<file path="src/rtl/ccp_consts.svh">
// Constants of the CPU to CAN register port: SFR addresses, fields,
// reset values and DMA figures.
// Assumes inclusion by bare name from the package and ccp_port.
`ifndef CCP_CONSTS_SVH
`define CCP_CONSTS_SVH
`define CCP_SFR_STA 8'hD8
`define CCP_SFR_CON 8'hD9
`define CCP_SFR_DAT 8'hDA
`define CCP_SFR_ADR 8'hDB
`define CCP_BIT_STA_HI 8'hDF
`define CCP_ADR_RESET 8'h64
`define CCP_ADR_DMA 7
`define CCP_ADR_AUTO 5
`define CCP_ADR_FIELD_ONES 5'h1F
`define CCP_CON_RD_PAD 3'h7
`define CCP_TXBUF_BASE 5'h0A
`define CCP_RXBUF_BASE 5'h14
`define CCP_RXBUF_LAST 5'h1D
`define CCP_DESC_BYTES 4'h2
`define CCP_DLC_MAX 4'h8
`define CCP_BYTES_PER_ICYC 4'h4
`define CCP_ICYC_CLKS 4'h3
`endif

</file>
<file path="src/rtl/ccp_pkg.sv">
// Types of the CPU to CAN register port.
// Assumes ccp_consts.svh is on the include path.
`include "ccp_consts.svh"
package ccp_pkg;
  // One controller register access
  typedef struct packed {
    logic [4:0] addr;
    logic [7:0] wdata;
    logic we;
  } ccp_creq_t;
  // One DMA byte travelling through the buffer
  typedef struct packed {
    logic [7:0] ram_addr;
    logic [4:0] can_addr;
    logic [7:0] data;
  } ccp_dbyte_t;
  // DMA engine states, Gray along the path
  typedef enum logic [1:0] {
    CCP_IDLE = 2'b00,
    CCP_DLC = 2'b01,
    CCP_MOVE = 2'b11,
    CCP_DRAIN = 2'b10
  } ccp_state_t;
endpackage

</file>
<file path="src/rtl/ccp_port.sv">
// CPU SFR port onto the CAN controller, with background DMA.
// Assumes the CPU SFR bus and the controller/RAM ports share clk_sys_i;
// controller and RAM answer reads combinationally in the same cycle.
`timescale 1ns/10ps
`include "ccp_consts.svh"
module ccp_port
  import ccp_pkg::*;
(
  input wire logic clk_sys_i,
  input wire logic nrst_i,
  // CPU SFR bus
  input wire logic [7:0] sfr_addr_i,
  input wire logic sfr_rd_i,
  input wire logic sfr_wr_i,
  input wire logic [7:0] sfr_wdata_i,
  output logic [7:0] sfr_rdata_o,
  // CPU bit access on bit-addressable space
  input wire logic [7:0] sfr_bit_addr_i,
  input wire logic sfr_bit_rd_i,
  output logic sfr_bit_rdata_o,
  // CAN controller internal register port
  output logic [4:0] can_addr_o,
  output logic can_rd_o,
  output logic can_wr_o,
  output logic [7:0] can_wdata_o,
  input wire logic [7:0] can_rdata_i,
  input wire logic [4:0] can_irq_flags_i,
  output logic can_cmd_wr_o,
  output logic [7:0] can_cmd_o,
  input wire logic [7:0] can_status_i,
  input wire logic can_reset_request_i,
  // Internal data RAM port
  output logic [7:0] ram_addr_o,
  output logic ram_rd_o,
  output logic ram_wr_o,
  output logic [7:0] ram_wdata_o,
  input wire logic [7:0] ram_rdata_i,
  // Controller write stall for DMA bytes
  input wire logic can_ready_i,
  // Interrupt hold-off to the CPU interrupt system
  output logic irq_block_o,
  output logic dma_busy_o
);
  // ==========================================================
  // Reset release
  // Assert at once, release after two edges so no flop sees a runt
  logic rst_s1;
  logic rst_n;
  always_ff @(posedge clk_sys_i or negedge nrst_i) begin
    if (!nrst_i) begin
      rst_s1 <= 1'b0;
      rst_n <= 1'b0;
    end else begin
      rst_s1 <= 1'b1;
      rst_n <= rst_s1;
    end
  end

  // ==========================================================
  // Functions
  function automatic logic [4:0] inc5(input logic [4:0] a);
    inc5 = a + 5'h01;
  endfunction
  function automatic logic [3:0] clip_dlc(input logic [7:0] d);
    clip_dlc = (d[3:0] > `CCP_DLC_MAX) ? `CCP_DLC_MAX : d[3:0];
  endfunction
  // RX length from the chosen buffer address to the end of the message;
  // a start past the last data byte moves nothing instead of wrapping
  function automatic logic [3:0] rx_len(input logic [7:0] d,
      input logic [4:0] a);
    logic [4:0] stop;
    stop = 5'(clip_dlc(d)) + 5'(`CCP_DESC_BYTES) + `CCP_RXBUF_BASE;
    rx_len = (a < stop) ? 4'(stop - a) : 4'h0;
  endfunction

  // ==========================================================
  // Registers and decode
  logic [7:0] can_address_pointer;
  logic [7:0] dma_ram_start_address;
  ccp_state_t state;
  ccp_state_t next_state;
  wire sel_sta = (sfr_addr_i == `CCP_SFR_STA);
  wire sel_con = (sfr_addr_i == `CCP_SFR_CON);
  wire sel_dat = (sfr_addr_i == `CCP_SFR_DAT);
  wire sel_adr = (sfr_addr_i == `CCP_SFR_ADR);
  wire dat_acc = sel_dat && (sfr_rd_i || sfr_wr_i);
  wire auto_increment_enable = can_address_pointer[`CCP_ADR_AUTO];
  wire [4:0] reg_field = can_address_pointer[4:0];
  wire dma_start = sfr_wr_i && sel_adr && sfr_wdata_i[`CCP_ADR_DMA]
    && !can_reset_request_i;
  wire is_tx = (can_address_pointer[4:0] == `CCP_TXBUF_BASE);
  wire idle = (state == CCP_IDLE);

  // Read data mux
  // Unmapped addresses read as zero
  wire [7:0] con_rd = {`CCP_CON_RD_PAD, can_irq_flags_i};
  always_comb begin
    if (sel_dat) begin
      sfr_rdata_o = can_rdata_i;
    end else if (sel_con) begin
      sfr_rdata_o = con_rd;
    end else if (sel_sta) begin
      sfr_rdata_o = can_status_i;
    end else if (sel_adr) begin
      sfr_rdata_o = can_address_pointer;
    end else begin
      sfr_rdata_o = 8'h00;
    end
  end
  // Bit read of the status register
  wire bit_hit = (sfr_bit_addr_i[7:3] == 5'(`CCP_SFR_STA >> 3))
    && sfr_bit_rd_i;
  assign sfr_bit_rdata_o = bit_hit
    && can_status_i[sfr_bit_addr_i[2:0]];

  // Command pass-through
  assign can_cmd_wr_o = sfr_wr_i && sel_con && idle;
  assign can_cmd_o = sfr_wdata_i;

  // ==========================================================
  // DMA engine
  // Fetch side reads one byte a clock into the two-entry buffer; the
  // drain side writes it to the controller (TX) or RAM (RX), so a
  // stalled controller holds bytes back instead of losing them.
  // Window and command accesses are ignored while a transfer runs.
  logic [7:0] ram_ptr;
  logic [4:0] can_ptr;
  logic [3:0] left;
  logic [1:0] icyc;
  logic [2:0] burst;
  ccp_dbyte_t buf_in;
  ccp_dbyte_t buf_out;
  logic buf_iv;
  logic buf_ir;
  logic buf_ov;
  logic buf_or;
  wire tick = (icyc == 2'h0);
  wire can_fetch = (burst != 3'h0) || tick;
  // Length code source: RAM for TX, receive descriptor for RX
  wire [7:0] dlc_byte = is_tx ? ram_rdata_i : can_rdata_i;
  // Whole TX message, or RX tail from the chosen buffer address
  wire [3:0] tx_total = clip_dlc(dlc_byte) + `CCP_DESC_BYTES;
  wire [3:0] rx_total = rx_len(dlc_byte, reg_field);
  wire [3:0] total = is_tx ? tx_total : rx_total;
  wire fetch = (state == CCP_MOVE) && (left != 4'h0)
    && buf_ir && can_fetch;
  assign buf_iv = fetch;
  assign buf_in = '{ram_addr: ram_ptr, can_addr: can_ptr,
    data: is_tx ? ram_rdata_i : can_rdata_i};
  assign buf_or = is_tx ? can_ready_i : 1'b1;

  ccp_skid u_skid (
    .clk_sys_i(clk_sys_i),
    .rst_n_i(rst_n),
    .flush_i(can_reset_request_i),
    .in_valid_i(buf_iv),
    .in_ready_o(buf_ir),
    .in_data_i(buf_in),
    .out_valid_o(buf_ov),
    .out_ready_i(buf_or),
    .out_data_o(buf_out)
  );

  // Next state
  always_comb begin
    next_state = state;
    case (state)
      CCP_IDLE: begin
        if (dma_start) begin
          next_state = CCP_DLC;
        end
      end
      CCP_DLC: begin
        next_state = CCP_MOVE;
      end
      CCP_MOVE: begin
        if (left == 4'h0) begin
          next_state = CCP_DRAIN;
        end
      end
      default: begin
        if (!buf_ov) begin
          next_state = CCP_IDLE;
        end
      end
    endcase
    if (can_reset_request_i) begin
      next_state = CCP_IDLE;
    end
  end

  // State and counters
  always_ff @(posedge clk_sys_i or negedge rst_n) begin
    if (!rst_n) begin
      state <= CCP_IDLE;
      ram_ptr <= 8'h00;
      can_ptr <= 5'h00;
      left <= 4'h0;
      icyc <= 2'h0;
      burst <= 3'h0;
    end else begin
      state <= next_state;
      icyc <= tick ? 2'(`CCP_ICYC_CLKS) : icyc - 2'h1;
      if (tick) begin
        burst <= 3'(`CCP_BYTES_PER_ICYC) - {2'h0, fetch};
      end else if (fetch) begin
        burst <= burst - 3'h1;
      end
      if (state == CCP_IDLE) begin
        ram_ptr <= dma_ram_start_address;
        can_ptr <= reg_field;
      end else if (state == CCP_DLC) begin
        // Pointer holds the new buffer address only from here on
        ram_ptr <= dma_ram_start_address;
        can_ptr <= reg_field;
        left <= total;
      end else if (fetch) begin
        ram_ptr <= ram_ptr + 8'h01;
        can_ptr <= inc5(can_ptr);
        left <= left - 4'h1;
      end
    end
  end

  // DMA length code lookup address: TX at RAM+1, RX at descriptor 2
  wire dlc_phase = (state == CCP_DLC);
  wire [7:0] dlc_ram_addr = dma_ram_start_address + 8'h01;
  wire [4:0] dlc_can_addr = `CCP_RXBUF_BASE + 5'h01;

  // ==========================================================
  // Pointer and RAM start register
  // A pointer write without the DMA bit, or one refused under reset
  // request, leaves the DMA bit low so reads never show a false start
  wire [4:0] next_field = inc5(reg_field);
  wire wrap = (reg_field == `CCP_ADR_FIELD_ONES);
  always_ff @(posedge clk_sys_i or negedge rst_n) begin
    if (!rst_n) begin
      can_address_pointer <= `CCP_ADR_RESET;
      dma_ram_start_address <= 8'h00;
    end else begin
      if (sfr_wr_i && sel_sta && idle) begin
        dma_ram_start_address <= sfr_wdata_i;
      end
      if (sfr_wr_i && sel_adr && idle) begin
        can_address_pointer <= sfr_wdata_i;
        if (!dma_start) begin
          can_address_pointer[`CCP_ADR_DMA] <= 1'b0;
        end
      end else if (dat_acc && idle && auto_increment_enable) begin
        can_address_pointer[4:0] <= next_field;
        if (wrap) begin
          can_address_pointer[`CCP_ADR_AUTO] <= 1'b0;
        end
      end else if (state == CCP_DRAIN && !buf_ov) begin
        can_address_pointer[`CCP_ADR_DMA] <= 1'b0;
      end else if (can_reset_request_i) begin
        can_address_pointer[`CCP_ADR_DMA] <= 1'b0;
      end
    end
  end

  // ==========================================================
  // Controller and RAM port drive
  wire dma_on = !idle;
  wire rx_wr = buf_ov && !is_tx;
  wire tx_wr = buf_ov && is_tx;
  assign can_addr_o = dlc_phase ? (is_tx ? reg_field : dlc_can_addr)
    : tx_wr ? buf_out.can_addr : fetch ? can_ptr : reg_field;
  assign can_rd_o = dma_on ? (!is_tx && (fetch || dlc_phase))
    : (sfr_rd_i && sel_dat);
  assign can_wr_o = dma_on ? tx_wr : (sfr_wr_i && sel_dat);
  assign can_wdata_o = dma_on ? buf_out.data : sfr_wdata_i;
  assign ram_addr_o = dlc_phase ? dlc_ram_addr
    : rx_wr ? buf_out.ram_addr : ram_ptr;
  assign ram_rd_o = is_tx && (fetch || dlc_phase);
  assign ram_wr_o = rx_wr;
  assign ram_wdata_o = buf_out.data;
  assign irq_block_o = dma_on;
  assign dma_busy_o = dma_on;
endmodule // ccp_port

</file>
<file path="src/rtl/ccp_skid.sv">
// Two-entry buffer with valid and ready on both sides.
// Assumes one clock and an already synchronised active-low reset.
`timescale 1ns/10ps
module ccp_skid
  import ccp_pkg::*;
(
  input wire logic clk_sys_i,
  input wire logic rst_n_i,
  input wire logic flush_i,
  input wire logic in_valid_i,
  output logic in_ready_o,
  input wire ccp_dbyte_t in_data_i,
  output logic out_valid_o,
  input wire logic out_ready_i,
  output ccp_dbyte_t out_data_o
);
  // ==========================================================
  // Storage
  ccp_dbyte_t mem [2];
  logic wp;
  logic rp;
  logic [1:0] cnt;
  wire push = in_valid_i && in_ready_o;
  wire pop = out_valid_o && out_ready_i;
  // Handshake views
  assign in_ready_o = (cnt != 2'h2);
  assign out_valid_o = (cnt != 2'h0);
  assign out_data_o = mem[rp];
  // Pointers and count
  always_ff @(posedge clk_sys_i or negedge rst_n_i) begin
    if (!rst_n_i) begin
      wp <= 1'b0;
      rp <= 1'b0;
      cnt <= 2'h0;
    end else if (flush_i) begin
      wp <= 1'b0;
      rp <= 1'b0;
      cnt <= 2'h0;
    end else begin
      wp <= wp ^ push;
      rp <= rp ^ pop;
      cnt <= cnt + {1'b0, push} - {1'b0, pop};
    end
  end
  // Data entries
  always_ff @(posedge clk_sys_i) begin
    if (push) begin
      mem[wp] <= in_data_i;
    end
  end
endmodule // ccp_skid

</file>
<file path="config.mk">
export PLATFORM = sky130hd
export DESIGN_NAME = ccp_port
export DESIGN_NICKNAME = d
export VERILOG_FILES = /design/src/rtl/ccp_pkg.sv /design/src/rtl/ccp_port.sv /design/src/rtl/ccp_skid.sv
export VERILOG_INCLUDE_DIRS = /design/src /design/src/rtl
export SDC_FILE = /design/constraint.sdc
export NUM_CORES = 1
export LEC_CHECK = 0
export BUFFER_PORTS_ARGS = -buffer_cell sky130_fd_sc_hd__buf_2
export CORE_ASPECT_RATIO = 0.6
export CORE_MARGIN = 1.5
export CORE_UTILIZATION = 59
export CTS_CLUSTER_SIZE = 25
export DETAILED_ROUTE_END_ITERATION = 16
export PLACE_DENSITY = 0.86
export SLEW_MARGIN = 20
export SYNTH_ARGS = -nofsm -noshare
export SYNTH_HDL_FRONTEND = slang
export SYNTH_SLANG_ARGS = --single-unit
</file>
<file path="constraint.sdc">
create_clock -name clk_sys_i -period 4.09 [get_ports clk_sys_i]
set_input_delay 0.818 -clock clk_sys_i [delete_from_list [all_inputs] [get_ports clk_sys_i]]
set_output_delay 0.818 -clock clk_sys_i [all_outputs]
set_load 0.05 [all_outputs]
</file>
* Word level (Yosys, flattened, before mapping) *
Memories as Yosys holds them, arrays and structs flattened.
Index checks and enable logic that the tools add are counted.

operators by class
  $add $sub $neg = 14
  multiply operators = 0
  div/mod/pow operators = 0
  magnitude comparators = 3
  equality and inequality tests = 15
  shift operators = 0
  mux-type cells = 49
  bitwise gates (word level) = 3
  reduce and logical (&&, ||, !) cells = 48

operators by type and width
  cell                   number
  $mux W8                11
  $mux W5                7
  $eq A8 B8 Y1 const B   4
  $logic_and A1 B1 Y1    25
  $mux W4                5
  $add A8 B1 Y8 const B  2
  $mux W1                14
  $mux W2                6
  $mux W6                2
  $add A5 B1 Y5 const B  2
  $eq A5 B5 Y1 const B   2
  $reduce_bool A2 Y1     5
  $reduce_bool A3 Y1     3
  $mux W3                2
  $pmux W2 S3            1
  $reduce_and A2 Y1      3
  $add A4 B2 Y5 const B  1
  $add A5 B5 Y5 const B  1
  $eq A5 B4 Y1 const B   1
  $lt A5 B5 Y1           1
  $ne A5 B3 Y1 const B   1
  $add A4 B2 Y4 const B  1
  $eq A2 B2 Y1 const B   2
  $gt A4 B4 Y1 const B   1
  other kinds (21)       29

word-level totals
  register bits = 46
  latch bits = 0
  bits in writable memories = 42
  bits in read-only memories = 0
  input bits = 60
  output and inout port bits = 53
  logic and storage cells = 149
  memories = 1

memory list
  name        depth  bits a word  read ports  clocked after memory_dff  wr ports  RTL line        text
  u_skid.mem  2      21           1           0                         1         ccp_skid.sv:19  ccp_dbyte_t mem [2];

* Depth between registers and ports, before layout *
  word-level depth = 10
  depth in mapped cells = 16

* By module *
From an unflattened synthesis, not the netlist that was laid out.

second synthesis, totals
  cells, all modules = 509
  area total of the unflattened synthesis = 5346.4 µm²

by module, submodules not included
  module    times used  cells an instance  area an instance (µm²)  seq. area each (µm²)
  ccp_port  1           422                3580.9                  1054.8
  ccp_skid  1           87                 1765.4                  1361.3

* Least setup slack after synthesis *
OpenSTA, ideal clock, no wires.

  path kind = input to output
  start = input sfr_addr_i[5]
  end = output can_cmd_wr_o
  data arrival time = 2.840 ns
  slack = 0.432 ns
  cell stages on the path = 3
  cells stage by stage = and4bb_2 nand2_1 nor4_1

on the way
  longest elaborated chain between the ends = 3

RTL lines
  element                            RTL line         text
  start, declared                    ccp_port.sv:12   input wire logic [7:0] sfr_addr_i,
  $eq A8 B8 Y1 (no line)             --
  $logic_and A1 B1 Y1 (2 in series)  ccp_port.sv:117  assign can_cmd_wr_o = sfr_wr_i && sel_con && idle;
  end, declared                      ccp_port.sv:28   output logic can_cmd_wr_o,

No other way between the ends.

* Worst setup path in the final report *
  start = register can_address_pointer[1]
  end = output can_addr_o[0]

on the way
  longest elaborated chain between the ends = 4
  elaborated cells on any way between the ends = 5
  classes of those cells = 1 x eq/ne; 3 x mux; 1 x reduce/logical

RTL lines
  element                   RTL line         text
  start, declared           ccp_port.sv:78   logic [7:0] can_address_pointer;
  start signal, assigned    ccp_port.sv:238  can_address_pointer <= `CCP_ADR_RESET;
  start signal, assigned    ccp_port.sv:245  can_address_pointer <= sfr_wdata_i;
  start signal, assigned    ccp_port.sv:250  can_address_pointer[4:0] <= next_field;
  $eq A5 B4 Y1 (no line) *  --
  $logic_and A1 B1 Y1       ccp_port.sv:266  wire tx_wr = buf_ov && is_tx;
  $mux W5                   ccp_port.sv:268  : tx_wr ? buf_out.can_addr : fetch ? can_ptr : reg_field;
  $mux W5 *                 ccp_port.sv:267  assign can_addr_o = dlc_phase ? (is_tx ? reg_field : dlc_can_addr)
  end, declared             ccp_port.sv:22   output logic [4:0] can_addr_o,

Mark *: on every way between the ends. The rest lies on a longest branch, timed or not.

==> run metrics <==
die outline area 9280 sq um; yosys warns 0; TritonCTS Buffers 9; row cnt 26; Initial DRT Pass Iterations 5; CTS Root Cell clkbuf_16; clock power share 32.9%; number of buffers and inverters on the critical path 1; Post-Synthesis Cells 496; CTS Hold Bufs 0; Wirelength per Cell 20.4 um; Yosys reg bits 88; power density over the cells 451 nW/um^2; total grt overflow 0; Antenna Cells 0; # IOs 113; I/O Buffers 112; FFs w/ async S/R, synth 52.3%; sequential share of power 38.2%; detailed-route wire length 14,600 um; CTS tree done; Clock transition at path regs 0.07 ns; net switching power 983 uW; internal power 1760 uW; Die Width 123 um; GPL Wtd Cong 1.03; EDFF count, synth 42; largest net degree at the start of global routing 45; Worst Tran Pin Value 1.01 ns; Reg2Reg Capture Point left[2]; most common cell after layout, fill and taps aside buf_2; family with the most delay on the worst path compound AO/OA/AOI/OAI gates; GRT met2 Usage 45.4%; fin crit period 3.91 ns; largest area contributor in the netlist edfxtp_1; Post-route DRC 0; Final nets 684; Peak VDD IR 0.282 mV; switching share of power 35.8%; Critical Path Source can_address_pointer[1]; Setup crit end kind output port; syn_nets 581; Via Count 4,453; final hold viol count 0; ranking of synthesized cells by area edfxtp_1 (25%), dfrtp_1 (21%), ha_1 (5.9%); Hold Crit Class input port to async pin; part of the Yosys area used for sequential elements 47.1%; most frequent cells in the layout buf_2 (112), nor2_1 (65), nand2_1 (48); post_cts resized 0; Leakage 0.00273 uW; register cell area after layout 2420 sq um; max incr delay on CP 0.58 ns; setup bufs post-CTS 0; CTS sink count 88; share of cells above drive strength 1 29.1%; vias in the first global route 4,053; post-synth top area share 24.6%; initial core utilization 60.7%; Arrival @ worst endpoint 3.10 ns; GR peak layer met1; distinct cell type count after synthesis 57; synthesized area per cell 10.3 sq um; H-Tree Depth 3; slowest cell on the critical path dfrtp_1; crit-path cells ha_1 > and4bb_2 > o21ai_1 > o21a_1 > a21oi_1 > a2bb2oi_1 > buf_2; Filler cells 602; area taken by multi-input logic gates 2440 sq um; outcome complete, no violations; Required @ worst endpoint 3.27 ns; reg2reg setup slack 0.44 ns; first-pass GRT wire length 21,700 um; CORE AREA 8460 sq um; Final TNS setup 0 ns; RSZ-0062 raised after global routing false; Critical Path Fanout Max 14; Fmax 0.256 GHz; Tot GR Track Use 32.2%; Global Route met3 Usage 9.62%; CP Class flop to output port; final period utilization 95.7%; Final Skew 0.0113 ns; detailed placer's ending HPWL 10,800 um; Worst slew margin 32.4%; area grow syn2layout 18.5%; die span in y 75.2 um; Comb power frac 28.9%; Max Root-Sink Buffers 2; Worst R2R Path Depth 14; CP Launch Type flop; routed via count divided by cell count 6.22; pins over their slew limit 0; remaining antenna violation count after routing 0; M1 GR Usage 46.3%; r2r startpoint can_address_pointer[1]; Mapped Area 5130 sq um; final setup fails 0; ys flop type dfrtp_1; # Max-Cap Violations 0; Final Total Pwr 2740 uW; DRT iter0 DRCs 541; number of antenna violations at the first check in global routing 0; worst skew pair latency 0.34 ns
[per-layer routing]
layer | up-vias | routed length (um)
li1 | 1965 | -
met4 | 0 | 476
met5 | - | 0
met2 | 299 | 6400
met1 | 2136 | 6180
met3 | 53 | 1570
[cell usage after synthesis, types with 7 or more instances]
cell type,instances
clkbuf_1,13
mux2_2,23
mux2i_1,22
and3_1,8
dfrtp_1,43
o21ai_0,25
nand2_1,48
edfxtp_1,42
xor2_1,12
ha_1,24
mux4_2,7
buf_4,9
a21oi_1,15
o211ai_1,9
xnor2_1,12
nor2_1,65
inv_1,32
nand3_1,9
[registers in the layout, indices dropped and copies added, names as in the netlist, 2 cells and up]
name	cells
icyc	2
dma_ram_start_address	8
can_address_pointer	8
u_skid.cnt	2
state	2
burst	3
can_ptr	5
ram_ptr	8
u_skid.mem	42
left	4
[metrics by stage]
stage               instance area, sq um  utilization, %  instances  setup slack [ns]  hold WS (ns)
CTS                                 6080            71.9        716             0.264         0.245
detailed placement                  5760            68.0        700             0.550         0.341
floorplan                           5130               -        496             0.432         0.331
global route                        6080            71.9        716            0.0887         0.240
global placement                    5760            68.0        700             0.795         0.337
finish                              6080            71.9        716             0.176         0.249
[cell families after synthesis]
group / Yosys count / share of synthesized area (%)
multiplexers: 52 / 12.4
AO/OA/AOI/OAI: 83 / 10.6
AND/OR/NAND/NOR: 159 / 14.0
buffers and inverters: 63 / 5.39
flip-flops: 88 / 47.1
adder cells (fa/ha/maj): 25 / 6.24
other: 2 / 0.146
XOR/XNOR: 24 / 4.10
[power by group through the flow]
| stage | clock, uW | combinational (uW) | sequential [uW] |
|---|---|---|---|
| floorplan | 0 | 607 | 1010 |
| global placement | 0 | 762 | 1060 |
| detailed placement | 0 | 780 | 1060 |
| CTS | 908 | 786 | 1050 |
| global route | 941 | 839 | 1050 |
| finish | 903 | 793 | 1050 |
[layout make-up]
class	instances	area share, %
Inverter	33	2.04
Multi-Input combinational cell	345	40.1
Clock buffer	9	3.70
Sequential cell	88	39.7
Clock inverter	7	1.67
Timing Repair Buffer	122	10.5
Tap cell	112	2.30
[worst reg2reg max path: stages, from the launching register on]
cell	delay, ns
dfrtp_1	0.58
ha_1	0.26
nand4bb_1	0.30
a21oi_1	0.44
inv_1	0.13
nor2_1	0.17
inv_1	0.06
ha_1	0.21
xnor2_1	0.13
ha_1	0.33
a21o_1	0.17
nand2_1	0.08
nand3_1	0.16
o221a_2	0.29
a311oi_1	0.24
[how the worst max path moves through the flow]
stage | to | slack, ns | cells after the start
6_report | can_addr_o[0] | 0.18 | 7
5_1_grt | can_addr_o[0] | 0.09 | 8
4_1_cts | can_addr_o[0] | 0.26 | 8
3_5_place_dp | left[2] | 0.55 | 16
3_3_place_gp | left[2] | 0.79 | 16
2_1_floorplan | can_cmd_wr_o | 0.43 | 3
No activity file was read; power rests on OpenSTA's default activity.
